File: src/hdl/mpi_pkg.sv
// constants and carrier types of the phy data interface
package mpi_pkg;

    // ----------
    // clock rates
    // ----------
    localparam int unsigned CLK_HZ  = 250_000_000;
    localparam int unsigned F100_HZ = 25_000_000;
    localparam int unsigned F10_HZ  = 2_500_000;
    localparam int unsigned FREF_HZ = 50_000_000;

    // reduced interface: ref ticks per dibit at each speed
    localparam logic [3:0] REP100 = 4'h1;
    localparam logic [3:0] REP10  = 4'hA;

    // ----------
    // straps and registers
    // ----------
    localparam logic [2:0] STRAP_RMII = 3'h1;
    // register indices; byte address is four times the index
    localparam logic [5:0] IDX_PHYCTL = 6'h1F;
    localparam logic [5:0] IDX_LNKCTL = 6'h20;
    localparam logic [5:0] IDX_STAT   = 6'h21;
    localparam int unsigned REF50_BIT = 7;
    localparam int unsigned SPD_BIT   = 0;
    localparam int unsigned EEE_BIT   = 1;
    localparam int unsigned HDX_BIT   = 2;
    localparam logic [2:0] LNK_RST    = 3'h1;

    // ----------
    // line codes
    // ----------
    localparam logic [3:0] NIB_IDLE = 4'h0;
    localparam logic [3:0] NIB_LPI  = 4'h1;
    localparam logic [3:0] NIB_LPI2 = 4'h5;
    localparam logic [3:0] SFD_LO   = 4'h5;
    localparam logic [3:0] SFD_HI   = 4'hD;
    localparam logic [1:0] DIB_LPI  = 2'h1;

    // line receiver towards the interface, pclk domain
    typedef struct packed {
        logic       carrier;
        logic       link;
        logic       sos;
        logic       eos;
        logic       idle;
        logic       lpi;
        logic       rec_edge;
        logic       vld;
        logic       err;
        logic [3:0] nib;
    } mpi_line_rx_type;

    // interface towards the line transmitter
    typedef struct packed {
        logic       active;
        logic       lpi;
        logic       vld;
        logic [3:0] nib;
    } mpi_line_tx_type;

endpackage : mpi_pkg

File: src/hdl/mpi_phy_data_if.sv
// phy-side mii / rmii data interface with apb control
//
// The placing of the registers and the APB register port were left to the implementer.
`timescale 1ns/1ns

// Functional notes
// - device sources txc, 2.5 or 25 MHz
// - txen high takes one nibble per txc
// - txer means lpi only in eee mode
// - rxc recovered or local, by speed
// - 10M rxdv rises on sfd nibble 5
// - 100M rxdv covers preamble to last nibble
// - rxd idle 0000, lpi 0001 when rxdv low
// - rxer flags symbol errors during rxdv
// - eee rxer with rxdv low signals lpi
// - 10M crs: preamble up, eof down
// - 100M crs: j/k up, t/r or idle down
// - half duplex collision, unsynchronised output
// - strap 001 selects rmii, bit7 ref mode
// - rmii times everything on 50MHz reference
// - 25MHz mode drives ref out, else input
// - crs_dv rises asynchronously on carrier
// - crs_dv spans frame, rxd 00 until decoded
// - crs_dv low gives rxd 00 or 01
module mpi_phy_data_if #(
    parameter int unsigned CLK_HZ = mpi_pkg::CLK_HZ
) (
    // clock, reset, enable
    input  wire logic                     pclk,
    input  wire logic                     presetn,
    input  wire logic                     ce,
    // apb slave
    input  wire logic                     psel,
    input  wire logic                     penable,
    input  wire logic                     pwrite,
    input  wire logic [11:0]              paddr,
    input  wire logic [31:0]              pwdata,
    output logic [31:0]                   prdata,
    output logic                          pready,
    output logic                          pslverr,
    // straps and reference clock pins
    input  wire logic [2:0]               cfg_strap,
    input  wire logic                     crystal_input,
    output logic                          ref_clk_out,
    output logic                          ref_clk_oe_n,
    // mac-facing transmit pins
    output logic                          phy_txc,
    input  wire logic                     phy_txen,
    input  wire logic [3:0]               phy_txd,
    input  wire logic                     phy_txer,
    // mac-facing receive pins
    output logic                          phy_rxc,
    output logic                          phy_rxdv,
    output logic [3:0]                    phy_rxd,
    output logic                          phy_rxer,
    output logic                          phy_crs,
    output logic                          phy_col,
    // line side
    input  wire mpi_pkg::mpi_line_rx_type line_rx,
    output mpi_pkg::mpi_line_tx_type      line_tx
);
    import mpi_pkg::*;

    // ----------
    // derived counts
    // ----------
    localparam logic [7:0] H100  = 8'(CLK_HZ / (2 * F100_HZ));
    localparam logic [7:0] H10   = 8'(CLK_HZ / (2 * F10_HZ));
    localparam logic [7:0] REFD  = 8'(CLK_HZ / FREF_HZ);
    localparam logic [7:0] REFHI = 8'(CLK_HZ / FREF_HZ / 2);

    // dividers must be whole and fit the 8-bit counters
    if (CLK_HZ % (2 * F100_HZ) != 0 || CLK_HZ % FREF_HZ != 0
        || CLK_HZ / (2 * F10_HZ) > 255 || CLK_HZ / FREF_HZ < 2) begin : g_bad_clk
        $error("mpi_phy_data_if: unusable CLK_HZ");
    end

    // ----------
    // state
    // ----------
    logic        ref50_r, spd100_r, eee_r, hdx_r, strap_done_r, rmii_r;
    logic [6:0]  s1_r, s2_r, s3_r, pin_r;
    logic        xi_prev_r, refo_r, txc_r, rxc_r, tph_r, tvld_r, tlpi_r, tact_r;
    logic        rph_r, p_vld_r, p_err_r, rxdv_r, rxer_r, crs_r;
    logic [3:0]  dcnt_r, tnib_r, p_nib_r, rxd_r;
    logic [7:0]  refc_r, tcnt_r, rcnt_r;
    logic [1:0]  tlo_r, rhi_r;
    logic [31:0] prdata_r;

    // ----------
    // apb decode
    // ----------
    logic [5:0]  idx;
    logic        in_page, hit_phy, hit_lnk, hit_st, hit, wr;
    logic [31:0] rdata;

    assign idx     = paddr[7:2];
    assign in_page = (paddr[11:8] == 4'h0) && (paddr[1:0] == 2'h0);
    assign hit_phy = in_page && (idx == IDX_PHYCTL);
    assign hit_lnk = in_page && (idx == IDX_LNKCTL);
    assign hit_st  = in_page && (idx == IDX_STAT);
    assign hit     = hit_phy | hit_lnk | hit_st;
    assign wr      = psel & penable & pwrite & hit;
    // zero wait states; read data is loaded during setup
    assign pready  = 1'b1;
    assign pslverr = psel & penable & ~hit;
    assign prdata  = prdata_r;

    // read mux; unlisted bits read as zero
    assign rdata = hit_phy ? {24'h00_0000, ref50_r, 7'h00} :
                   hit_lnk ? {29'h0000_0000, hdx_r, eee_r, spd100_r} :
                   hit_st  ? {25'h000_0000, rmii_r, tlpi_r, tact_r,
                              crs_r, rxdv_r, rxer_r, phy_col} :
                             32'h0000_0000;

    // control registers
    always_ff @(posedge pclk or negedge presetn) begin
        if (!presetn) begin
            ref50_r  <= 1'b0;
            spd100_r <= LNK_RST[SPD_BIT];
            eee_r    <= LNK_RST[EEE_BIT];
            hdx_r    <= LNK_RST[HDX_BIT];
            prdata_r <= 32'h0000_0000;
        end else if (ce) begin
            if (wr && hit_phy)
                ref50_r <= pwdata[REF50_BIT];
            if (wr && hit_lnk) begin
                spd100_r <= pwdata[SPD_BIT];
                eee_r    <= pwdata[EEE_BIT];
                hdx_r    <= pwdata[HDX_BIT];
            end
            if (psel && !penable)
                prdata_r <= pwrite ? 32'h0000_0000 : rdata;
        end
    end

    // strap caught once, first enabled cycle after reset release
    always_ff @(posedge pclk or negedge presetn) begin
        if (!presetn) begin
            strap_done_r <= 1'b0;
            rmii_r       <= 1'b0;
        end else if (ce && !strap_done_r) begin
            strap_done_r <= 1'b1;
            rmii_r       <= (cfg_strap == STRAP_RMII);
        end
    end

    // ----------
    // pin synchronisers
    // ----------
    // a bit moves once stages two and three agree: one mid-edge sample is filtered
    always_ff @(posedge pclk or negedge presetn) begin
        if (!presetn) begin
            s1_r  <= 7'h00;
            s2_r  <= 7'h00;
            s3_r  <= 7'h00;
            pin_r <= 7'h00;
        end else if (ce) begin
            s1_r  <= {phy_txen, phy_txd, phy_txer, crystal_input};
            s2_r  <= s1_r;
            s3_r  <= s2_r;
            pin_r <= (s2_r & s3_r) | (pin_r & (s2_r | s3_r));
        end
    end

    logic       txen, txer, xi;
    logic [3:0] txd;

    assign txen = pin_r[6];
    assign txd  = pin_r[5:2];
    assign txer = pin_r[1];
    assign xi   = pin_r[0];

    // ----------
    // reference clock
    // ----------
    logic       ref_wrap, ref_tick, drive_ref, dtick;
    logic [3:0] rep;

    assign ref_wrap  = (refc_r >= REFD - 8'h01);
    // 50MHz mode follows the crystal input, else the local divider
    assign ref_tick  = ref50_r ? (xi & ~xi_prev_r) : ref_wrap;
    assign drive_ref = rmii_r & ~ref50_r;
    assign ref_clk_out  = refo_r;
    assign ref_clk_oe_n = ~drive_ref;
    assign rep   = spd100_r ? REP100 : REP10;
    assign dtick = ref_tick & (dcnt_r == 4'h0);

    // 50MHz synthesised from pclk; pin is left undriven in 50MHz mode
    always_ff @(posedge pclk or negedge presetn) begin
        if (!presetn) begin
            refc_r    <= 8'h00;
            refo_r    <= 1'b0;
            xi_prev_r <= 1'b0;
            dcnt_r    <= 4'h0;
        end else if (ce) begin
            refc_r    <= ref_wrap ? 8'h00 : refc_r + 8'h01;
            refo_r    <= drive_ref & (ref_wrap | (refc_r < REFHI - 8'h01));
            xi_prev_r <= xi;
            if (ref_tick)
                dcnt_r <= (dcnt_r >= rep - 4'h1) ? 4'h0 : dcnt_r + 4'h1;
        end
    end

    // ----------
    // mii clocks
    // ----------
    logic [7:0] half;
    logic       tc_wrap, rc_wrap, rec_use, tx_tick, rx_tick;

    assign half    = spd100_r ? H100 : H10;
    assign tc_wrap = (tcnt_r >= half - 8'h01);
    assign rc_wrap = (rcnt_r >= half - 8'h01);
    // recovered timing: whenever link is up at 100M, only under carrier at 10M
    assign rec_use = spd100_r ? line_rx.link : line_rx.carrier;
    assign tx_tick = rmii_r ? dtick : (tc_wrap & ~txc_r);
    assign rx_tick = rmii_r ? dtick : (rc_wrap & ~rxc_r);
    assign phy_txc = txc_r & ~rmii_r;
    assign phy_rxc = rxc_r & ~rmii_r;

    // txc never stops: the mac times txen and txd on it
    always_ff @(posedge pclk or negedge presetn) begin
        if (!presetn) begin
            tcnt_r <= 8'h00;
            txc_r  <= 1'b0;
        end else if (ce) begin
            tcnt_r <= tc_wrap ? 8'h00 : tcnt_r + 8'h01;
            if (tc_wrap)
                txc_r <= ~txc_r;
        end
    end

    // rxc runs locally, re-phased on each recovered line edge
    always_ff @(posedge pclk or negedge presetn) begin
        if (!presetn) begin
            rcnt_r <= 8'h00;
            rxc_r  <= 1'b0;
        end else if (ce) begin
            if (rec_use && line_rx.rec_edge)
                rcnt_r <= 8'h00;
            else
                rcnt_r <= rc_wrap ? 8'h00 : rcnt_r + 8'h01;
            if (rc_wrap && !(rec_use && line_rx.rec_edge))
                rxc_r <= ~rxc_r;
        end
    end

    // ----------
    // transmit path
    // ----------
    logic lpi_tx_code;

    // outside eee, txer carries no meaning and is ignored
    assign lpi_tx_code = rmii_r ? (txd[1:0] == DIB_LPI) : txer;

    // a frame is only as long as the mac holds txen
    always_ff @(posedge pclk or negedge presetn) begin
        if (!presetn) begin
            tph_r  <= 1'b0;
            tlo_r  <= 2'h0;
            tvld_r <= 1'b0;
            tnib_r <= NIB_IDLE;
            tlpi_r <= 1'b0;
            tact_r <= 1'b0;
        end else if (ce) begin
            tvld_r <= 1'b0;
            if (tx_tick) begin
                tact_r <= txen;
                tlpi_r <= eee_r & ~txen & lpi_tx_code;
                if (!txen) begin
                    tph_r <= 1'b0;
                end else if (!rmii_r) begin
                    tvld_r <= 1'b1;
                    tnib_r <= txd;
                end else if (!tph_r) begin
                    tph_r <= 1'b1;
                    tlo_r <= txd[1:0];
                end else begin
                    tph_r  <= 1'b0;
                    tvld_r <= 1'b1;
                    tnib_r <= {txd[1:0], tlo_r};
                end
            end
        end
    end

    assign line_tx.active = tact_r;
    assign line_tx.lpi    = tlpi_r;
    assign line_tx.vld    = tvld_r;
    assign line_tx.nib    = tnib_r;

    // ----------
    // receive path
    // ----------
    logic       nib_tick, sfd_seen, dv_nxt, lpi_ind, er_nxt;
    logic [3:0] idle_nib, out_nib;

    // reduced interface: one nibble per two dibit ticks
    assign nib_tick = rx_tick & (~rmii_r | ~rph_r);
    assign sfd_seen = p_vld_r & (p_nib_r == SFD_LO)
                    & line_rx.vld & (line_rx.nib == SFD_HI);
    // one nibble of delay buys the look-ahead the 10M sfd needs
    assign dv_nxt = (spd100_r | rmii_r) ? p_vld_r
                  : (rxdv_r ? p_vld_r : sfd_seen);
    // in reduced mode, under carrier the lpi code gives way to 00 until decoding starts
    assign lpi_ind  = eee_r & line_rx.lpi & ~(rmii_r & line_rx.carrier);
    assign idle_nib = !lpi_ind ? NIB_IDLE : (rmii_r ? NIB_LPI2 : NIB_LPI);
    assign out_nib  = dv_nxt ? p_nib_r : idle_nib;
    assign er_nxt   = dv_nxt ? p_err_r : lpi_ind;

    // rxdv, rxer and rxd registers move only on receive clock ticks
    always_ff @(posedge pclk or negedge presetn) begin
        if (!presetn) begin
            rph_r   <= 1'b0;
            p_vld_r <= 1'b0;
            p_err_r <= 1'b0;
            p_nib_r <= NIB_IDLE;
            rxdv_r  <= 1'b0;
            rxer_r  <= 1'b0;
            rxd_r   <= NIB_IDLE;
            rhi_r   <= 2'h0;
        end else if (ce) begin
            if (rx_tick)
                rph_r <= rmii_r & ~rph_r;
            if (nib_tick) begin
                p_vld_r <= line_rx.vld;
                p_err_r <= line_rx.err;
                p_nib_r <= line_rx.nib;
                rxdv_r  <= dv_nxt;
                rxer_r  <= er_nxt;
                rhi_r   <= out_nib[3:2];
                rxd_r   <= rmii_r ? {2'h0, out_nib[1:0]} : out_nib;
            end else if (rx_tick) begin
                rxd_r <= {2'h0, rhi_r};
            end
        end
    end

    // ----------
    // carrier sense and collision
    // ----------
    logic crs_set, crs_clr;

    assign crs_set = line_rx.sos;
    assign crs_clr = spd100_r ? (line_rx.eos | line_rx.idle) : line_rx.eos;

    // a start arriving with an end still wins
    always_ff @(posedge pclk or negedge presetn) begin
        if (!presetn)
            crs_r <= 1'b0;
        else if (ce)
            crs_r <= crs_set | (crs_r & ~crs_clr);
    end

    // crs_dv rises straight from the carrier detector, not on a tick
    assign phy_rxdv = rmii_r ? (line_rx.carrier | rxdv_r) : rxdv_r;
    assign phy_rxd  = rxd_r;
    assign phy_rxer = rxer_r;
    assign phy_crs  = crs_r & ~rmii_r;
    // gated straight from activity so the mac sees it without clock delay
    assign phy_col  = hdx_r & ~rmii_r & tact_r & (crs_r | line_rx.carrier);

endmodule : mpi_phy_data_if

File: config.mk
export PLATFORM = sky130hd
export DESIGN_NAME = mpi_phy_data_if
export DESIGN_NICKNAME = d
export VERILOG_FILES = /design/src/hdl/mpi_pkg.sv /design/src/hdl/mpi_phy_data_if.sv
export SDC_FILE = /design/constraint.sdc
export NUM_CORES = 1
export LEC_CHECK = 0
export ABC_AREA = 1
export BUFFER_PORTS_ARGS = -buffer_cell sky130_fd_sc_hd__buf_4
export CORE_ASPECT_RATIO = 1.4
export CORE_MARGIN = 5
export CORE_UTILIZATION = 40
export DETAILED_ROUTE_END_ITERATION = 16
export SYNTH_ARGS = -nofsm -noshare
export SYNTH_HDL_FRONTEND = slang
export SYNTH_SLANG_ARGS = --single-unit
File: constraint.sdc
create_clock -name pclk -period 2.8 [get_ports pclk]
set_clock_uncertainty 0.05 [all_clocks]
set_input_delay 0.14 -clock pclk [delete_from_list [all_inputs] [get_ports pclk]]
set_output_delay 0.14 -clock pclk [all_outputs]
set_load 0.02 [all_outputs]
==> impl_metrics.json <==
{
  "layout-drive-gt1-share": 0.187,
  "setup_repair_after_global_routing_missed_its_margin": "false",
  "firstDrtPassIters": 4,
  "tightest_slew_ns": 0.700,
  "period_share": 0.755,
  "die_height_um": 145,
  "final_nets": 792,
  "drt-initial-drc-count": 122,
  "max_slew_margin": 0.533,
  "final.min_clock_period_ns": 2.12,
  "synth.avg_cell_area_um2": 8.41,
  "synth_warnings": 0,
  "antenna_left": 0,
  "detail_route.wirelength_um": 11500,
  "fmaxAchievable_ghz": 0.473,
  "crit_path_end_kind": "flop",
  "fp-row-count": 49,
  "area_leader_netlist": "sky130_fd_sc_hd__dfrtp_1",
  "drt_drc_violations_left": 0,
  "grt_first_pass_wirelength_um": 19300,
  "cts-buffers-inserted": 9,
  "clock_sinks": 100,
  "final_hold_violating_endpoints": 0,
  "worst-setup-path-type": "reg2reg",
  "clk-insertion-delay-late_ns": 0.35,
  "cts.root.buffer_cell": "sky130_fd_sc_hd__clkbuf_16",
  "synthesis.instances": 616,
  "max_stage_delay_ns": 0.53,
  "clkTransAtPathRegs_ns": 0.08,
  "n_antenna_cell": 0,
  "power.share.sequential": 0.438,
  "fraction_of_registers_with_async_set_reset": 1.00,
  "crit_path_max_fanout": 20,
  "io-pin-count": 126,
  "reg2reg_to": "rhi_r[0]",
  "grt_remaining_overflow": 0,
  "outcome": "finished clean",
  "initial_core_util": 0.406,
  "largest_net_degree_at_the_start_of_global_routing": 56,
  "crit_path_top_delay_cell": "sky130_fd_sc_hd__dfstp_2",
  "min_path_type": "in2reg",
  "worst_r2r_path_depth": 10,
  "combined_area_of_all_synthesized_cells_mm2": 0.00518,
  "count_of_cells_resized_by_post_cts_repair": 0,
  "pwr-share-clk": 0.320,
  "hold_path_startpoint": "line_rx[2]",
  "synth_seq_area_share": 0.483,
  "dominantRegCellSynth": "sky130_fd_sc_hd__dfrtp_1",
  "sw_frac_of_total": 0.328,
  "post_synth_num_cell_types": 41,
  "p_comb_frac": 0.241,
  "tritoncts": "done",
  "worst_setup_path_endpoint": "rhi_r[0]",
  "synth_top_cell_area_share": 0.478,
  "final_cells": 860,
  "cellLeakagePower_nw": 3.21,
  "wl_per_cell_um": 13.3,
  "critPathLaunch": "spd100_r",
  "worstSetupStartpointType": "flop",
  "reg2reg_setup_slack_ns": 0.68,
  "synth_edf_count": 0,
  "layout-area-overhead-vs-synth_pct": 21.3,
  "worstPathRequired_ns": 3.02,
  "slew_viol_final": 0,
  "core_region_area_mm2": 0.0128,
  "grt_pass1_vias": 4182,
  "timing.critical_path.arrival_ns": 2.33,
  "design.die.area_mm2": 0.0154,
  "finalSetupViolations": 0,
  "globalplace.congestion": 0.841,
  "cts.repair_timing.setup_buffer_count": 0,
  "holdWs_ns": 0.0153,
  "critical_path.cell_chain": "buf_4 > ha_1 > nand2_1 > nor3b_2 > nand2_2 > nand2_2 > nand2_4 > nand3_4 > nand2_1 > o21ai_2",
  "routed-via-count": 4149,
  "report.power.total_mw": 4.34,
  "gr-usage-all-layers": 0.155,
  "number_of_antenna_violations_at_the_first_check_in_global_routing": 0,
  "totalNegativeSetupSlack_ns": 0,
  "synthTopCellsByArea": "sky130_fd_sc_hd__dfrtp_1 48%, sky130_fd_sc_hd__nand2_1 10%, sky130_fd_sc_hd__nor2_1 5.1%",
  "cellPowerDensity_mw_per_mm2": 691,
  "place.detailed.hpwl_um": 8280,
  "ctsLongestPathBuffers": 2,
  "vias_per_cell": 4.82,
  "maxCapViolCount": 0,
  "peakVddDrop_v": 0.000265,
  "buffer_ports.inserted": 72,
  "numPlacedInstances": 824,
  "netSwitchingPower_mw": 1.42,
  "floorplan.die.width_um": 106,
  "htreeDepth": 3,
  "crit-reg2reg-launch": "spd100_r",
  "ys_ff_latch": 100,
  "cell_internal_pwr_mw": 2.92
}
==> placed cells by master (no fill, tap or decap), types with 3 or more instances in the layout <==
master and count:
sky130_fd_sc_hd__nor2_1 70, sky130_fd_sc_hd__mux2_2 3, sky130_fd_sc_hd__nand2_1 141, sky130_fd_sc_hd__xor2_1 8, sky130_fd_sc_hd__nor3_1 13, sky130_fd_sc_hd__dfrtp_1 99, sky130_fd_sc_hd__or2_2 5, sky130_fd_sc_hd__nor3b_2 3
sky130_fd_sc_hd__nand3_1 31, sky130_fd_sc_hd__o21ai_2 11, sky130_fd_sc_hd__buf_4 76, sky130_fd_sc_hd__o21ai_0 39, sky130_fd_sc_hd__o22ai_1 3, sky130_fd_sc_hd__dlygate4sd3_1 20, sky130_fd_sc_hd__clkinv_4 3, sky130_fd_sc_hd__clkbuf_16 9
sky130_fd_sc_hd__o21ai_1 3, sky130_fd_sc_hd__ha_1 17, sky130_fd_sc_hd__nand2_2 9, sky130_fd_sc_hd__nand4_1 8, sky130_fd_sc_hd__o211ai_1 8, sky130_fd_sc_hd__inv_1 69, sky130_fd_sc_hd__conb_1 25, sky130_fd_sc_hd__a21oi_1 10
sky130_fd_sc_hd__or2_1 3
==> logic make-up after synthesis <==
group / share of synthesized area
AO/OA/AOI/OAI: 0.0947
XOR/XNOR: 0.0152
adder cells (fa/ha/maj): 0.0411
buffers and inverters: 0.108
flip-flops: 0.483
multiplexers: 0.00652
other: 0.00145
AND/OR/NAND/NOR: 0.250
==> power groups by stage <==
stage | logic (mW) | registers (mW) | clock network, mW
global placement | 0.996 | 1.92 | 0
detailed placement | 1.04 | 1.93 | 0
floorplan | 0.734 | 1.91 | 0
CTS | 1.07 | 1.90 | 1.42
global route | 1.20 | 1.94 | 1.47
finish | 1.05 | 1.90 | 1.39
==> registers in the layout, indices dropped and copies added (netlist names), 2 cells and up <==
register,cells
pin_r,7
s1_r,7
prdata,8
dcnt_r,4
refc_r,8
s2_r,7
tnib_r,4
tlo_r,2
tcnt_r,8
p_nib_r,4
phy_rxd,4
rhi_r,2
s3_r,7
rcnt_r,8
==> worst min path at each step <==
stage,slack [ns],cells after the start,endpoint
after detailed placement,0.19,1,refc_r[4]
after global placement,0.18,1,refc_r[0]
final,0.02,3,p_nib_r[2]
after global routing,0.03,3,p_nib_r[2]
after CTS,0.007,3,p_nib_r[2]
after floorplan,-0.21,0,crs_r
==> stage by stage <==
| step | instance area (µm²) | util | setup WS, ns |
|---|---|---|---|
| CTS | 6280 | 0.493 | 0.667 |
| floorplan | 5270 | - | 0.865 |
| global placement | 5750 | 0.451 | 0.699 |
| finish | 6280 | 0.493 | 0.685 |
| detailed placement | 5750 | 0.451 | 0.660 |
| global route | 6280 | 0.493 | 0.515 |
==> critical path: cells and delay by family (launching register included) <==
family | cells | cell delay [ns]
DFF | 1 | 0.53
buffers and inverters | 1 | 0.21
adders and majority gates | 1 | 0.27
AOI/OAI and AO/OA | 1 | 0.07
and+or+nand+nor | 7 | 0.90
==> cell type report <==
| class | count | area [µm²] |
|---|---|---|
| fill | 1207 | 6470 |
| sequential | 100 | 2500 |
| multi-input combinational | 425 | 2200 |
| timing repair buffer | 97 | 791 |
| inverter | 69 | 259 |
| clock buffer | 9 | 225 |
| tap | 153 | 191 |
| clock inverter | 7 | 106 |
==> routing by layer <==
metal	vias up	track usage	part of all wire
li1	2081	-	-
met1	1956	0.187	0.43
met2	96	0.276	0.49
met3	16	0.0219	0.050
met4	0	0.0662	0.021
met5	-	0	0
==> synth_stat cells, types with 2 or more instances <==
library cell	instances
sky130_fd_sc_hd__buf_4	29
sky130_fd_sc_hd__conb_1	2
sky130_fd_sc_hd__clkbuf_1	7
sky130_fd_sc_hd__inv_1	69
sky130_fd_sc_hd__o22ai_1	3
sky130_fd_sc_hd__o21ai_0	39
sky130_fd_sc_hd__nor3_1	13
sky130_fd_sc_hd__xor2_1	8
sky130_fd_sc_hd__nand3_1	31
sky130_fd_sc_hd__o21ai_1	3
sky130_fd_sc_hd__nor2_1	70
sky130_fd_sc_hd__o31ai_1	2
sky130_fd_sc_hd__mux2_2	3
sky130_fd_sc_hd__ha_1	17
sky130_fd_sc_hd__or2_1	3
sky130_fd_sc_hd__nor3b_2	3
sky130_fd_sc_hd__buf_2	5
sky130_fd_sc_hd__a21oi_1	10
sky130_fd_sc_hd__buf_1	2
sky130_fd_sc_hd__o211ai_1	8
sky130_fd_sc_hd__o21ai_2	11
sky130_fd_sc_hd__or2_2	5
sky130_fd_sc_hd__nand2_1	141
sky130_fd_sc_hd__nand2_2	9
sky130_fd_sc_hd__buf_6	2
sky130_fd_sc_hd__nand4_1	8
sky130_fd_sc_hd__dfrtp_1	99
==> what timing repair did <==
item | 4_1_cts | 5_1_grt
hold endpoints to repair | 68 | 0
hold buffers | 20 | 0
endpoints found under the setup margin | 0 | 0
Note: power is estimated with default switching activity, not from simulation.
